## config.mk

```make
export PLATFORM = sky130hd
export DESIGN_NAME = sac_core
export DESIGN_NICKNAME = d
export VERILOG_FILES = /design/src/core/sac_pkg.sv /design/src/core/sac_core.sv
export SDC_FILE = /design/constraint.sdc
export NUM_CORES = 1
export LEC_CHECK = 0
export ABC_AREA = 1
export ABC_CLOCK_PERIOD_IN_PS = 1600
export BUFFER_PORTS_ARGS = -buffer_cell sky130_fd_sc_hd__buf_2
export CORE_MARGIN = 2
export CORE_UTILIZATION = 57
export DETAILED_ROUTE_END_ITERATION = 7
export GPL_ROUTABILITY_DRIVEN = 0
export PLACE_DENSITY = 0.8
export SLEW_MARGIN = 20
export SYNTH_ARGS = -nofsm -noshare
export SYNTH_HDL_FRONTEND = slang
export SYNTH_SLANG_ARGS = --single-unit
export TNS_END_PERCENT = 5
```

## constraint.sdc

```tcl
create_clock -name pclk -period 1.6 [get_ports pclk]
set_input_delay 0.24 -clock pclk [delete_from_list [all_inputs] [get_ports pclk]]
set_output_delay 0.24 -clock pclk [all_outputs]
set_load 0.03 [all_outputs]
```

## src/core/sac_pkg.sv

```systemverilog
`default_nettype none
package sac_pkg;

  // ****************************************************
  // Register offsets.
  // ****************************************************
  localparam logic [7:0] SAC_CTRL2_OFS = 8'h00;
  localparam logic [7:0] SAC_CTRL1_OFS = 8'h04;
  localparam logic [7:0] SAC_STAT_OFS = 8'h08;
  localparam logic [7:0] SAC_MASK_OFS = 8'h0c;
  localparam logic [7:0] SAC_TXD_OFS = 8'h10;
  localparam logic [7:0] SAC_RXD_OFS = 8'h14;

  // ****************************************************
  // Field positions of the second control register.
  // ****************************************************
  localparam int SAC_SGNEXT_BIT = 15;
  localparam int SAC_FRMEN_BIT = 12;
  localparam int SAC_ROVEN_BIT = 11;
  localparam int SAC_TUREN_BIT = 10;
  localparam int SAC_IGNORE_RX_OVERFLOW_BIT = 9;
  localparam int SAC_IGNORE_TX_UNDERRUN_BIT = 8;
  localparam int SAC_AUDIO_ENABLE_BIT = 7;
  localparam int SAC_MONO_BIT = 3;
  localparam int SAC_MODE_LSB = 0;
  localparam logic [15:0] SAC_CTRL2_RESET = 16'h0000;
  localparam logic [15:0] SAC_CTRL2_MASK = 16'h9f8b;

  // ****************************************************
  // Status bits and first control register fields.
  // ****************************************************
  localparam int SAC_ON_BIT = 0;
  localparam int SAC_ST_FRM = 0;
  localparam int SAC_ST_ROV = 1;
  localparam int SAC_ST_TUR = 2;
  localparam int SAC_ST_HALT = 3;
  localparam int SAC_ST_RXV = 4;
  localparam int SAC_ST_TXE = 5;

  // ****************************************************
  // Audio modes.
  // ****************************************************
  localparam logic [1:0] SAC_MODE_I2S = 2'h0;
  localparam logic [1:0] SAC_MODE_LJ = 2'h1;
  localparam logic [1:0] SAC_MODE_RJ = 2'h2;
  localparam logic [1:0] SAC_MODE_PCM = 2'h3;

  typedef enum logic [1:0] {
    SAC_IDLE,
    SAC_SHIFT,
    SAC_HALT
  } sac_state_type;

endpackage
`default_nettype wire

```

## src/core/sac_core.sv

```systemverilog
`timescale 1ns/10ps
`default_nettype none
module sac_core
  import sac_pkg::*;
#(
  parameter int WORD_W = 16
) (
  // Clock and reset.
  input wire logic pclk,
  input wire logic presetn,
  // APB slave.
  input wire logic psel,
  input wire logic penable,
  input wire logic pwrite,
  input wire logic [7:0] paddr,
  input wire logic [31:0] pwdata,
  output logic [31:0] prdata,
  output logic pready,
  output logic pslverr,
  // Serial link.
  input wire logic link_sck,
  input wire logic link_ws,
  input wire logic link_sdi,
  output logic link_sdo,
  output logic link_chan,
  // Interrupt.
  output logic irq
);

  // ****************************************************
  // Registers.
  // ****************************************************
  logic [15:0] ctrl2_q;
  logic on_q;
  logic [5:0] stat_q;
  logic [5:0] mask_q;
  logic [WORD_W-1:0] txb_q, rxb_q, tsh_q, rsh_q;
  logic txf_q, rxf_q, right_q, mono_rep_q;
  logic [2:0] sck_s_q, ws_s_q, sdi_s_q;
  logic [$clog2(WORD_W+1)-1:0] cnt_q;
  sac_state_type st_q;

  wire wr = psel && penable && pwrite;
  wire rd = psel && penable && !pwrite;
  wire mapped = paddr inside {SAC_CTRL2_OFS, SAC_CTRL1_OFS, SAC_STAT_OFS,
    SAC_MASK_OFS, SAC_TXD_OFS, SAC_RXD_OFS};
  wire audio = ctrl2_q[SAC_AUDIO_ENABLE_BIT];
  wire mono = audio && ctrl2_q[SAC_MONO_BIT];
  wire [1:0] mode = audio ? ctrl2_q[SAC_MODE_LSB+:2] : SAC_MODE_I2S;

  // ****************************************************
  // Synchronisers and edge detection.
  // ****************************************************
  always_ff @(posedge pclk or negedge presetn) begin
    if (!presetn) begin
      sck_s_q <= 3'h0;
      ws_s_q <= 3'h0;
      sdi_s_q <= 3'h0;
    end else begin
      sck_s_q <= {sck_s_q[1:0], link_sck};
      ws_s_q <= {ws_s_q[1:0], link_ws};
      sdi_s_q <= {sdi_s_q[1:0], link_sdi};
    end
  end
  wire rise = sck_s_q[1] && !sck_s_q[2];
  wire fall = !sck_s_q[1] && sck_s_q[2];
  wire ws_edge = ws_s_q[1] != ws_s_q[2];
  // PCM frames start on a rising frame pulse; the other modes start on either edge of word select.
  wire frm_start = (mode == SAC_MODE_PCM) ? (ws_s_q[1] && !ws_s_q[2]) :
    ws_edge;
  wire sdi = sdi_s_q[2];
  wire last = cnt_q == ($clog2(WORD_W+1))'(WORD_W - 1);

  function automatic logic [31:0] sext(input logic [WORD_W-1:0] w,
                                       input logic en);
    sext = en ? {{(32-WORD_W){w[WORD_W-1]}}, w} :
      {{(32-WORD_W){1'b0}}, w};
  endfunction

  // ****************************************************
  // Control register writes.
  // ****************************************************
  always_ff @(posedge pclk or negedge presetn) begin
    if (!presetn) begin
      ctrl2_q <= SAC_CTRL2_RESET;
      on_q <= 1'b0;
      mask_q <= 6'h0;
    end else if (wr) begin
      if (paddr == SAC_CTRL2_OFS) begin
        ctrl2_q[15:8] <= pwdata[15:8] & SAC_CTRL2_MASK[15:8];
        if (!on_q) begin
          ctrl2_q[7:0] <= pwdata[7:0] & SAC_CTRL2_MASK[7:0];
        end
      end
      if (paddr == SAC_CTRL1_OFS) begin
        on_q <= pwdata[SAC_ON_BIT];
      end
      if (paddr == SAC_MASK_OFS) begin
        mask_q <= pwdata[5:0];
      end
    end
  end

  // ****************************************************
  // Link engine.
  // ****************************************************
  wire stall = st_q == SAC_HALT;
  wire rx_done = st_q == SAC_SHIFT && rise && last;
  wire tx_load = st_q == SAC_SHIFT && fall && cnt_q == '0;
  wire rx_overflow = rx_done && rxf_q;
  wire tx_underrun = tx_load && !txf_q && !mono_rep_q;
  wire frm = st_q == SAC_SHIFT && frm_start && cnt_q != '0 && audio;
  wire rd_rx = rd && paddr == SAC_RXD_OFS;
  wire wr_tx = wr && paddr == SAC_TXD_OFS;

  always_ff @(posedge pclk or negedge presetn) begin
    if (!presetn) begin
      st_q <= SAC_IDLE;
      cnt_q <= '0;
      right_q <= 1'b0;
      mono_rep_q <= 1'b0;
      tsh_q <= '0;
      rsh_q <= '0;
      link_sdo <= 1'b0;
      link_chan <= 1'b0;
    end else begin
      case (st_q)
        SAC_IDLE: begin
          cnt_q <= '0;
          if (on_q && (!audio || frm_start)) begin
            st_q <= SAC_SHIFT;
          end
        end
        SAC_SHIFT: begin
          if (!on_q) begin
            st_q <= SAC_IDLE;
          end else if ((rx_overflow && !ctrl2_q[SAC_IGNORE_RX_OVERFLOW_BIT]) ||
                       (tx_underrun && !ctrl2_q[SAC_IGNORE_TX_UNDERRUN_BIT])) begin
            st_q <= SAC_HALT;
          end
          if (tx_load) begin
            if (txf_q || mono_rep_q) begin
              tsh_q <= {txb_q[WORD_W-2:0], 1'b0};
            end else begin
              tsh_q <= '0;
            end
            link_chan <= right_q;
            right_q <= audio ? !right_q : 1'b0;
            mono_rep_q <= mono && !right_q && txf_q;
          end
          if (fall) begin
            link_sdo <= (tx_load ? (txf_q || mono_rep_q) && txb_q[WORD_W-1]
              : tsh_q[WORD_W-1]);
            if (!tx_load) begin
              tsh_q <= {tsh_q[WORD_W-2:0], 1'b0};
            end
          end
          if (rise) begin
            rsh_q <= {rsh_q[WORD_W-2:0], sdi};
            cnt_q <= last ? '0 : cnt_q + 1'b1;
          end
        end
        SAC_HALT: begin
          if (!on_q) begin
            st_q <= SAC_IDLE;
          end
        end
        default: st_q <= SAC_IDLE;
      endcase
    end
  end

  // ****************************************************
  // Buffers.
  // ****************************************************
  always_ff @(posedge pclk or negedge presetn) begin
    if (!presetn) begin
      rxb_q <= '0;
      rxf_q <= 1'b0;
      txb_q <= '0;
      txf_q <= 1'b0;
    end else begin
      if (rx_done && !stall && !(rxf_q && ctrl2_q[SAC_IGNORE_RX_OVERFLOW_BIT])) begin
        rxb_q <= {rsh_q[WORD_W-2:0], sdi};
        rxf_q <= 1'b1;
      end else if (rd_rx) begin
        rxf_q <= 1'b0;
      end
      if (wr_tx) begin
        txb_q <= pwdata[WORD_W-1:0];
        txf_q <= 1'b1;
      end else if (tx_load && !mono) begin
        txf_q <= 1'b0;
      end else if (tx_load && mono && !right_q) begin
        txf_q <= 1'b0;
      end
    end
  end

  // ****************************************************
  // Status and interrupt.
  // ****************************************************
  logic [5:0] ev;
  always_comb begin
    ev = 6'h0;
    ev[SAC_ST_FRM] = frm && ctrl2_q[SAC_FRMEN_BIT];
    ev[SAC_ST_ROV] = rx_overflow && ctrl2_q[SAC_ROVEN_BIT];
    ev[SAC_ST_TUR] = tx_underrun && ctrl2_q[SAC_TUREN_BIT];
    ev[SAC_ST_HALT] = st_q == SAC_SHIFT && (
      (rx_overflow && !ctrl2_q[SAC_IGNORE_RX_OVERFLOW_BIT]) || (tx_underrun && !ctrl2_q[SAC_IGNORE_TX_UNDERRUN_BIT]));
    ev[SAC_ST_RXV] = rx_done;
    ev[SAC_ST_TXE] = tx_load;
  end

  always_ff @(posedge pclk or negedge presetn) begin
    if (!presetn) begin
      stat_q <= 6'h0;
      irq <= 1'b0;
    end else begin
      if (wr && paddr == SAC_STAT_OFS) begin
        stat_q <= (stat_q & ~pwdata[5:0]) | ev;
      end else begin
        stat_q <= stat_q | ev;
      end
      irq <= |((stat_q | ev) & mask_q &
        ~((wr && paddr == SAC_STAT_OFS) ? pwdata[5:0] & ~ev : 6'h0));
    end
  end

  // ****************************************************
  // APB read path.
  // ****************************************************
  always_ff @(posedge pclk or negedge presetn) begin
    if (!presetn) begin
      prdata <= 32'h0;
      pready <= 1'b0;
      pslverr <= 1'b0;
    end else begin
      pready <= psel && !penable;
      pslverr <= psel && !penable && !mapped;
      prdata <= 32'h0;
      if (psel && !penable && !pwrite) begin
        case (paddr)
          SAC_CTRL2_OFS: prdata <= {16'h0, ctrl2_q};
          SAC_CTRL1_OFS: prdata <= {31'h0, on_q};
          SAC_STAT_OFS: prdata <= {26'h0, stat_q};
          SAC_MASK_OFS: prdata <= {26'h0, mask_q};
          SAC_RXD_OFS: prdata <= sext(rxb_q, ctrl2_q[SAC_SGNEXT_BIT]);
          default: prdata <= 32'h0;
        endcase
      end
    end
  end

  // ****************************************************
  // Checks.
  // ****************************************************
  property p_frm;
    @(posedge pclk) disable iff (!presetn)
      (frm && !ctrl2_q[SAC_FRMEN_BIT] && !stat_q[SAC_ST_FRM]) |=>
      !stat_q[SAC_ST_FRM];
  endproperty
  a_frm: assert property (p_frm) else $error("frame event not gated");
  property p_rov;
    @(posedge pclk) disable iff (!presetn)
      (rx_overflow && ctrl2_q[SAC_ROVEN_BIT]) |=> stat_q[SAC_ST_ROV];
  endproperty
  a_rov: assert property (p_rov) else $error("overflow lost");
  property p_tur;
    @(posedge pclk) disable iff (!presetn)
      (tx_underrun && ctrl2_q[SAC_TUREN_BIT]) |=> stat_q[SAC_ST_TUR];
  endproperty
  a_tur: assert property (p_tur) else $error("underrun lost");
  property p_keep;
    @(posedge pclk) disable iff (!presetn)
      (rx_overflow && ctrl2_q[SAC_IGNORE_RX_OVERFLOW_BIT] && !rd_rx) |=> $stable(rxb_q);
  endproperty
  a_keep: assert property (p_keep) else $error("rx data overwritten");
  property p_hrov;
    @(posedge pclk) disable iff (!presetn)
      (rx_overflow && !ctrl2_q[SAC_IGNORE_RX_OVERFLOW_BIT] && on_q && st_q == SAC_SHIFT) |=>
      st_q == SAC_HALT;
  endproperty
  a_hrov: assert property (p_hrov) else $error("overflow no halt");
  property p_zero;
    @(posedge pclk) disable iff (!presetn)
      (tx_underrun && ctrl2_q[SAC_IGNORE_TX_UNDERRUN_BIT] && !wr_tx) |=> tsh_q == '0;
  endproperty
  a_zero: assert property (p_zero) else $error("underrun not zero");
  property p_htur;
    @(posedge pclk) disable iff (!presetn)
      (tx_underrun && !ctrl2_q[SAC_IGNORE_TX_UNDERRUN_BIT] && on_q && st_q == SAC_SHIFT) |=>
      st_q == SAC_HALT;
  endproperty
  a_htur: assert property (p_htur) else $error("underrun no halt");
  property p_lock;
    @(posedge pclk) disable iff (!presetn)
      on_q |=> ctrl2_q[7:0] == $past(ctrl2_q[7:0]);
  endproperty
  a_lock: assert property (p_lock) else $error("audio bits changed");
  property p_zhi;
    @(posedge pclk) disable iff (!presetn)
      ##1 prdata[31:WORD_W] == '0 || $past(ctrl2_q[SAC_SGNEXT_BIT]);
  endproperty
  a_zhi: assert property (p_zhi) else $error("upper bits set");
  c_halt: cover property (@(posedge pclk) st_q == SAC_HALT);
  c_rx: cover property (@(posedge pclk) rx_done && audio);
  c_mono: cover property (@(posedge pclk) tx_load && mono);

endmodule
`default_nettype wire

```

**Word level (Yosys, flattened, before mapping)**

Index checks and enable logic that the tools add are counted.

- Add/sub/neg operators: 1
- Equality and inequality tests: 14
- Muxes and demuxes: 26
- Bitwise logic cells: 10
- Reductions and logical operators: 75

Operators by type and width:

| cell | number |
|---|---|
| one-hot mux 32 bit (5 select lines) | 1 |
| two-way mux 16 bit | 4 |
| two-way mux 32 bit | 2 |
| logical AND 1 bit | 39 |
| AND 6 bit | 4 |
| NOT 6 bit | 3 |
| == test 8 x 4 -> 1 bit (second input constant) | 2 |
| == test 8 x 5 -> 1 bit (second input constant) | 2 |
| zero test 1 bit | 15 |
| AND reduction 2 bit | 7 |
| two-way mux 6 bit | 2 |
| OR 6 bit | 2 |
| two-way mux 2 bit | 5 |
| two-way mux 5 bit | 2 |
| one-hot mux 5 bit (2 select lines) | 1 |
| == test 8 x 3 -> 1 bit (second input constant) | 1 |
| zero test 8 bit | 1 |
| two-way mux 1 bit | 8 |
| inequality test 2 bit (second input constant) | 3 |
| one-hot mux 2 bit (3 select lines) | 1 |
| AND reduction 3 bit | 2 |
| nonzero test 6 bit | 1 |
| OR reduction 6 bit | 1 |
| adder 5 x 1 -> 5 bit (second input constant) | 1 |
| 12 further kinds | 16 |

- Flip-flop bits (word level): 143
- Output and inout bits: 37
- Word-level logic and storage cells: 150

**Depth between registers and ports, before layout**

- Word-level depth: 15
- Gate-level depth with buffers: 11

**Least setup slack after synthesis**

Ideal clock, no wire load.

- Path type: reg2reg
- Start point: register cnt_q[0]
- End point: register tsh_q[10]
- Setup time: 132 ps
- Arrival: 1317 ps
- Required time: 1468 ps
- Slack: 151 ps
- Stages on the path, launching flop included: 9
- Period minus slack after synthesis: 1449 ps
- Cell sequence: dfrtp_1 -> inv_1 -> ha_1 -> nand2_1 -> nor2_4 -> nand2_4 -> buf_2 -> a32oi_1 -> o21ai_1

- Cells in the longest elaborated chain, start to end: 5

RTL lines:

| what | line | RTL |
|---|---|---|
| start: declaration | sac_core.sv:40 | `logic [$clog2(WORD_W+1)-1:0] cnt_q;` |
| start signal: assignment | sac_core.sv:160 | `cnt_q <= last ? '0 : cnt_q + 1'b1;` |
| zero test 5 bit * | sac_core.sv:109 | `wire tx_load = st_q == SAC_SHIFT && fall && cnt_q == '0;` |
| logical AND 1 bit * | sac_core.sv:109 |  |
| two-way mux 16 bit | sac_core.sv:141 | `if (tx_load) begin` |
| two-way mux 16 bit | sac_core.sv:154 | `if (!tx_load) begin` |
| two-way mux 16 bit * | sac_core.sv:151 | `if (fall) begin` |
| end signal: assignment | sac_core.sv:143 | `tsh_q <= {txb_q[WORD_W-2:0], 1'b0};` |
| end signal: assignment | sac_core.sv:155 | `tsh_q <= {tsh_q[WORD_W-2:0], 1'b0};` |
| end: declaration | sac_core.sv:37 | `logic [WORD_W-1:0] txb_q, rxb_q, tsh_q, rsh_q;` |

Mark *: on every way between the ends. The rest lies on a longest branch, timed or not.
A chain may end at the register's enable or synchronous reset.

**Final worst setup path**

- Start point: register cnt_q[1]
- End point: register irq

- Cells in the longest elaborated chain, start to end: 13

RTL lines:

| what | line | RTL |
|---|---|---|
| zero test 5 bit | sac_core.sv:109 |  |
| logical AND 1 bit | sac_core.sv:109 |  |
| logical AND 1 bit (2 in series) | sac_core.sv:111 | `wire tx_underrun = tx_load && !txf_q && !mono_rep_q;` |
| logical AND 1 bit | sac_core.sv:210 | `(rx_overflow && !ctrl2_q[SAC_IGNORE_RX_OVERFLOW_BIT]) \|\| (tx_underrun && !ctrl2_q[SAC_IGNORE_TX_UNDERRUN_BIT]) ...` |
| logical OR 1 bit | sac_core.sv:210 |  |
| logical AND 1 bit | sac_core.sv:209 | `ev[SAC_ST_HALT] = st_q == SAC_SHIFT && (` |
| NOT 6 bit | sac_core.sv:226 | `~((wr && paddr == SAC_STAT_OFS) ? pwdata[5:0] & ~ev : 6'h0));` |
| AND 6 bit | sac_core.sv:226 |  |
| two-way mux 6 bit | sac_core.sv:226 |  |
| NOT 6 bit | sac_core.sv:226 |  |
| AND 6 bit * | sac_core.sv:225 | `irq <= \|((stat_q \| ev) & mask_q &` |
| OR reduction 6 bit * | sac_core.sv:225 |  |
| end signal: assignment | sac_core.sv:225 |  |
| end: declaration | sac_core.sv:27 | `output logic irq` |

Marked as above.

==> impl_metrics.ini <==
[power]
p_per_area_nw_per_um2 = 1070
p_int_w = 0.00605
power_frac_comb_pct = 4.2
p_switching_w = 0.00173
clkPwrFrac_pct = 53.2
fin_total_pwr_w = 0.00778
p_sw_share_pct = 22.2
pwr-share-seq_pct = 42.5
ir_drop_uv = 1070
p_leak_nw = 3.63

[die]
die_area_um2 = 10900
rows = 36
start_util_pct = 58.8
die_w_um = 104
core-area_um2 = 9770
io_pins = 85
dieHeight_um = 104

[sta]
max_freq_mhz = 589
period_needed_ps = 1700
fin_skew_ps = 8.01
hold-worst-slack_ps = 2.07
worstMarginPinSlew_ps = 467
report.final.hold_viol_count = 0
fin_crit_sh_pct = 106
relSlewSlack_pct = 68.8
slew_violations = 0
setup_ws_ps = -97.5
setup_viol = 32
tns_ps = -1520
rsz0062_at_grt = yes

[synthesis]
synth_edf_count = 0
synth.avg_cell_area_um2 = 9.23
yosysWarnings = 0
async_reset_ff_share_pct = 100
synth_area_um2 = 5750
yosysSeqAreaShare_pct = 55.7
yosys_register_bits = 128
synthCells = 623
ys.flop_type = dfrtp_1
syn-num-nets = 674
synth_cell_types = 36

[routing]
drt_first_pass_iters = 5
final_antenna_net_count = 0
drc_errors = 0
wirelength_um = 14400
wl_per_cell_um = 16.5
vias = 4780
drt_iter0_drc = 384
via_per_inst = 5.48

[placed_design]
hpwl_um = 9090
io_buffers = 68

[global_routing]
grt_pass1_vias = 4813
grt_use_total_pct = 27.4
antenna_found_initial = 0
gr-total-overflow = 0
busiest_layer = met2
grt_max_degree = 53
grt_first_pass_wirelength_um = 23400
grt_util_met2_pct = 45.6
use_met1_pct = 33.5
met3_usage_pct = 6.08

[cts]
cts_max_path_buffers = 2
cts_tree = built
clock-sinks = 128
cts.clk_slew.worst_paths_ps = 60
numCtsBuffers = 17
cts.htree.levels = 4
cts_root_buf = clkbuf_8
clock_latency_ps = 530

[layout]
diodes = 0
layout.nets = 777
drive_gt1_share_pct = 28.3
fill_cells = 659
multi_input_area_um2 = 2140
register_area_um2 = 3200
area_growth_pct = 25.9

[worst_setup_path]
start_kind = register
worstSetupPathType = reg -> reg
r2r_start = cnt_q[1]$_DFFE_PN0P_
r2r_end = irq$_DFF_PN0_
cp_max_fo = 3
reg2reg_slack_ps = -100
reg2reg_depth = 10
arrival_ps = 2160
worstSetupEndpointType = register
critPathRequiredTime_ps = 2060

[job]
cap_violations = 0

[hold_path]
whs_endpoint = txb_q[15]$_DFFE_PN0P_
hold_path_startpoint = pwdata[15]
hold_depth = 3
worstHoldPathType = in -> reg

[status]
violations = negative setup slack
status = complete, but fails checks
[cell type report]
type                    instances  share of cell area [%]
flip-flops and latches        128                    44.2
clock inverters                12                    2.52
repair buffers                115                    11.2
multi-input cells             388                    29.5
inverters                      76                    3.94
well taps                     133                    2.30
clock buffers                  20                    6.29
[routing by layer]
layer / vias up / part of all wire (%)
met5: - / 0
met4: 0 / 3.6
met3: 54 / 5.4
met2: 200 / 51
met1: 2324 / 40
li1: 2202 / -
[state kept, by name (all words and copies together), names as in the netlist, 2 cells and up]
signal,flops
ctrl2_q,10
prdata,17
st_q,2
rxb_q,16
cnt_q,5
tsh_q,16
mask_q,6
ws_s_q,3
rsh_q,15
sdi_s_q,3
txb_q,16
stat_q,6
sck_s_q,3
[synth_stat cells (2+ instances only)]
library cell,instances,area share (%)
nand2_1,165,11
a21boi_1,3,0.39
nand4_1,3,0.33
buf_2,7,0.61
nand2_4,5,0.98
nor3_1,3,0.26
nor2_8,5,1.7
o22ai_1,2,0.22
dfrtp_1,128,56
o21ai_0,34,3.0
ha_1,3,0.65
inv_1,63,4.1
nor2_1,25,1.6
nor2_4,6,1.2
nor2_2,2,0.22
a32oi_1,7,1.1
nand2_2,4,0.43
buf_4,16,2.1
a21oi_2,4,0.61
buf_6,4,0.78
a21o_1,4,0.52
o21ai_2,12,1.8
o21ai_1,42,3.7
inv_2,13,0.85
nand3_1,31,2.7
clkbuf_1,5,0.33
a21oi_1,18,1.6
[per-stage QoR]
stage                     util [%]  area [um2]  setup WS [ps]  instances
final                         74.1        7240          -97.5        872
after global routing          74.1        7240           -139        872
after CTS                     73.1        7150           3.83        866
after detailed placement      63.7        6220          -73.2        812
after global placement        63.7        6220           27.2        812
after floorplan                  -        5750            151        623
[power by group through the flow]
stage	registers (W)	clock network [W]	logic, W
2_1_floorplan	0.00337	0	0.000115
3_3_place_gp	0.00336	0	0.000288
3_5_place_dp	0.00336	0	0.000297
4_1_cts	0.00331	0.00416	0.000329
5_1_grt	0.00331	0.00432	0.000365
6_report	0.00331	0.00414	0.000330
[how the worst max path moves through the flow]
stage                              start               endpoint  slack, ps  cells after the start
global route        cnt_q[1]$_DFFE_PN0P_          irq$_DFF_PN0_       -140                     10
floorplan           cnt_q[0]$_DFFE_PN0P_  tsh_q[10]$_DFFE_PN0N_        150                      8
finish              cnt_q[1]$_DFFE_PN0P_          irq$_DFF_PN0_       -100                     10
CTS                 cnt_q[0]$_DFFE_PN0P_          irq$_DFF_PN0_          4                     10
global placement    cnt_q[0]$_DFFE_PN0P_   tsh_q[2]$_DFFE_PN0N_         30                      9
detailed placement  cnt_q[0]$_DFFE_PN0P_   tsh_q[2]$_DFFE_PN0N_        -70                      9
[worst max-delay path, stage by stage (launching register included)]
cell and delay, ps:
dfrtp_1 410, ha_2 230, nand3_2 130, nor2_4 170
buf_4 130, nand4_1 150, nand2_2 160, nor2_4 50
nor2_1 80, nor2_1 50, nand2_1 70
[cell usage in the layout, fill, tap and decap left out, types with 2 or more instances in the layout]
master,n
buf_12,6
nor2_2,3
nor2_8,5
nand2_1,161
nor2_1,22
o21ai_2,12
nor3_1,3
nand2_4,5
o21ai_1,42
clkinvlp_4,3
nand3_2,3
clkbuf_8,4
a21boi_1,2
nand4_1,3
a32oi_1,6
o21ai_0,34
nor2_4,9
clkbuf_16,16
inv_2,15
dlygate4sd3_1,14
clkinv_4,4
buf_4,27
a21oi_1,14
buf_2,67
nand3_1,29
bufinv_16,4
a21oi_2,8
nand2_2,8
inv_1,61
o22ai_1,2
a21o_1,4
dfrtp_1,127
[cells by family after synthesis]
| family | count (synthesis) | synth area share (%) |
|---|---|---|
| and+or+nand+nor | 252 | 21.1 |
| AOI/OAI and AO/OA | 129 | 13.2 |
| DFF | 128 | 55.7 |
| buffers and inverters | 109 | 9.03 |
| adders and majority gates | 3 | 0.653 |
| xor gates and xnor gates | 1 | 0.152 |
| muxes | 1 | 0.196 |
[what timing repair did]
item / in CTS / in global routing
setup buffers: 6 / 6
gates cloned: 2 / 0
endpoints found under the hold margin: 42 / 0
pin swaps: 8 / 9
endpoints found under the setup margin: 28 / 50
gates resized for setup: 12 / 13
hold buffers: 14 / 0
(Power assumes the default switching activity.)
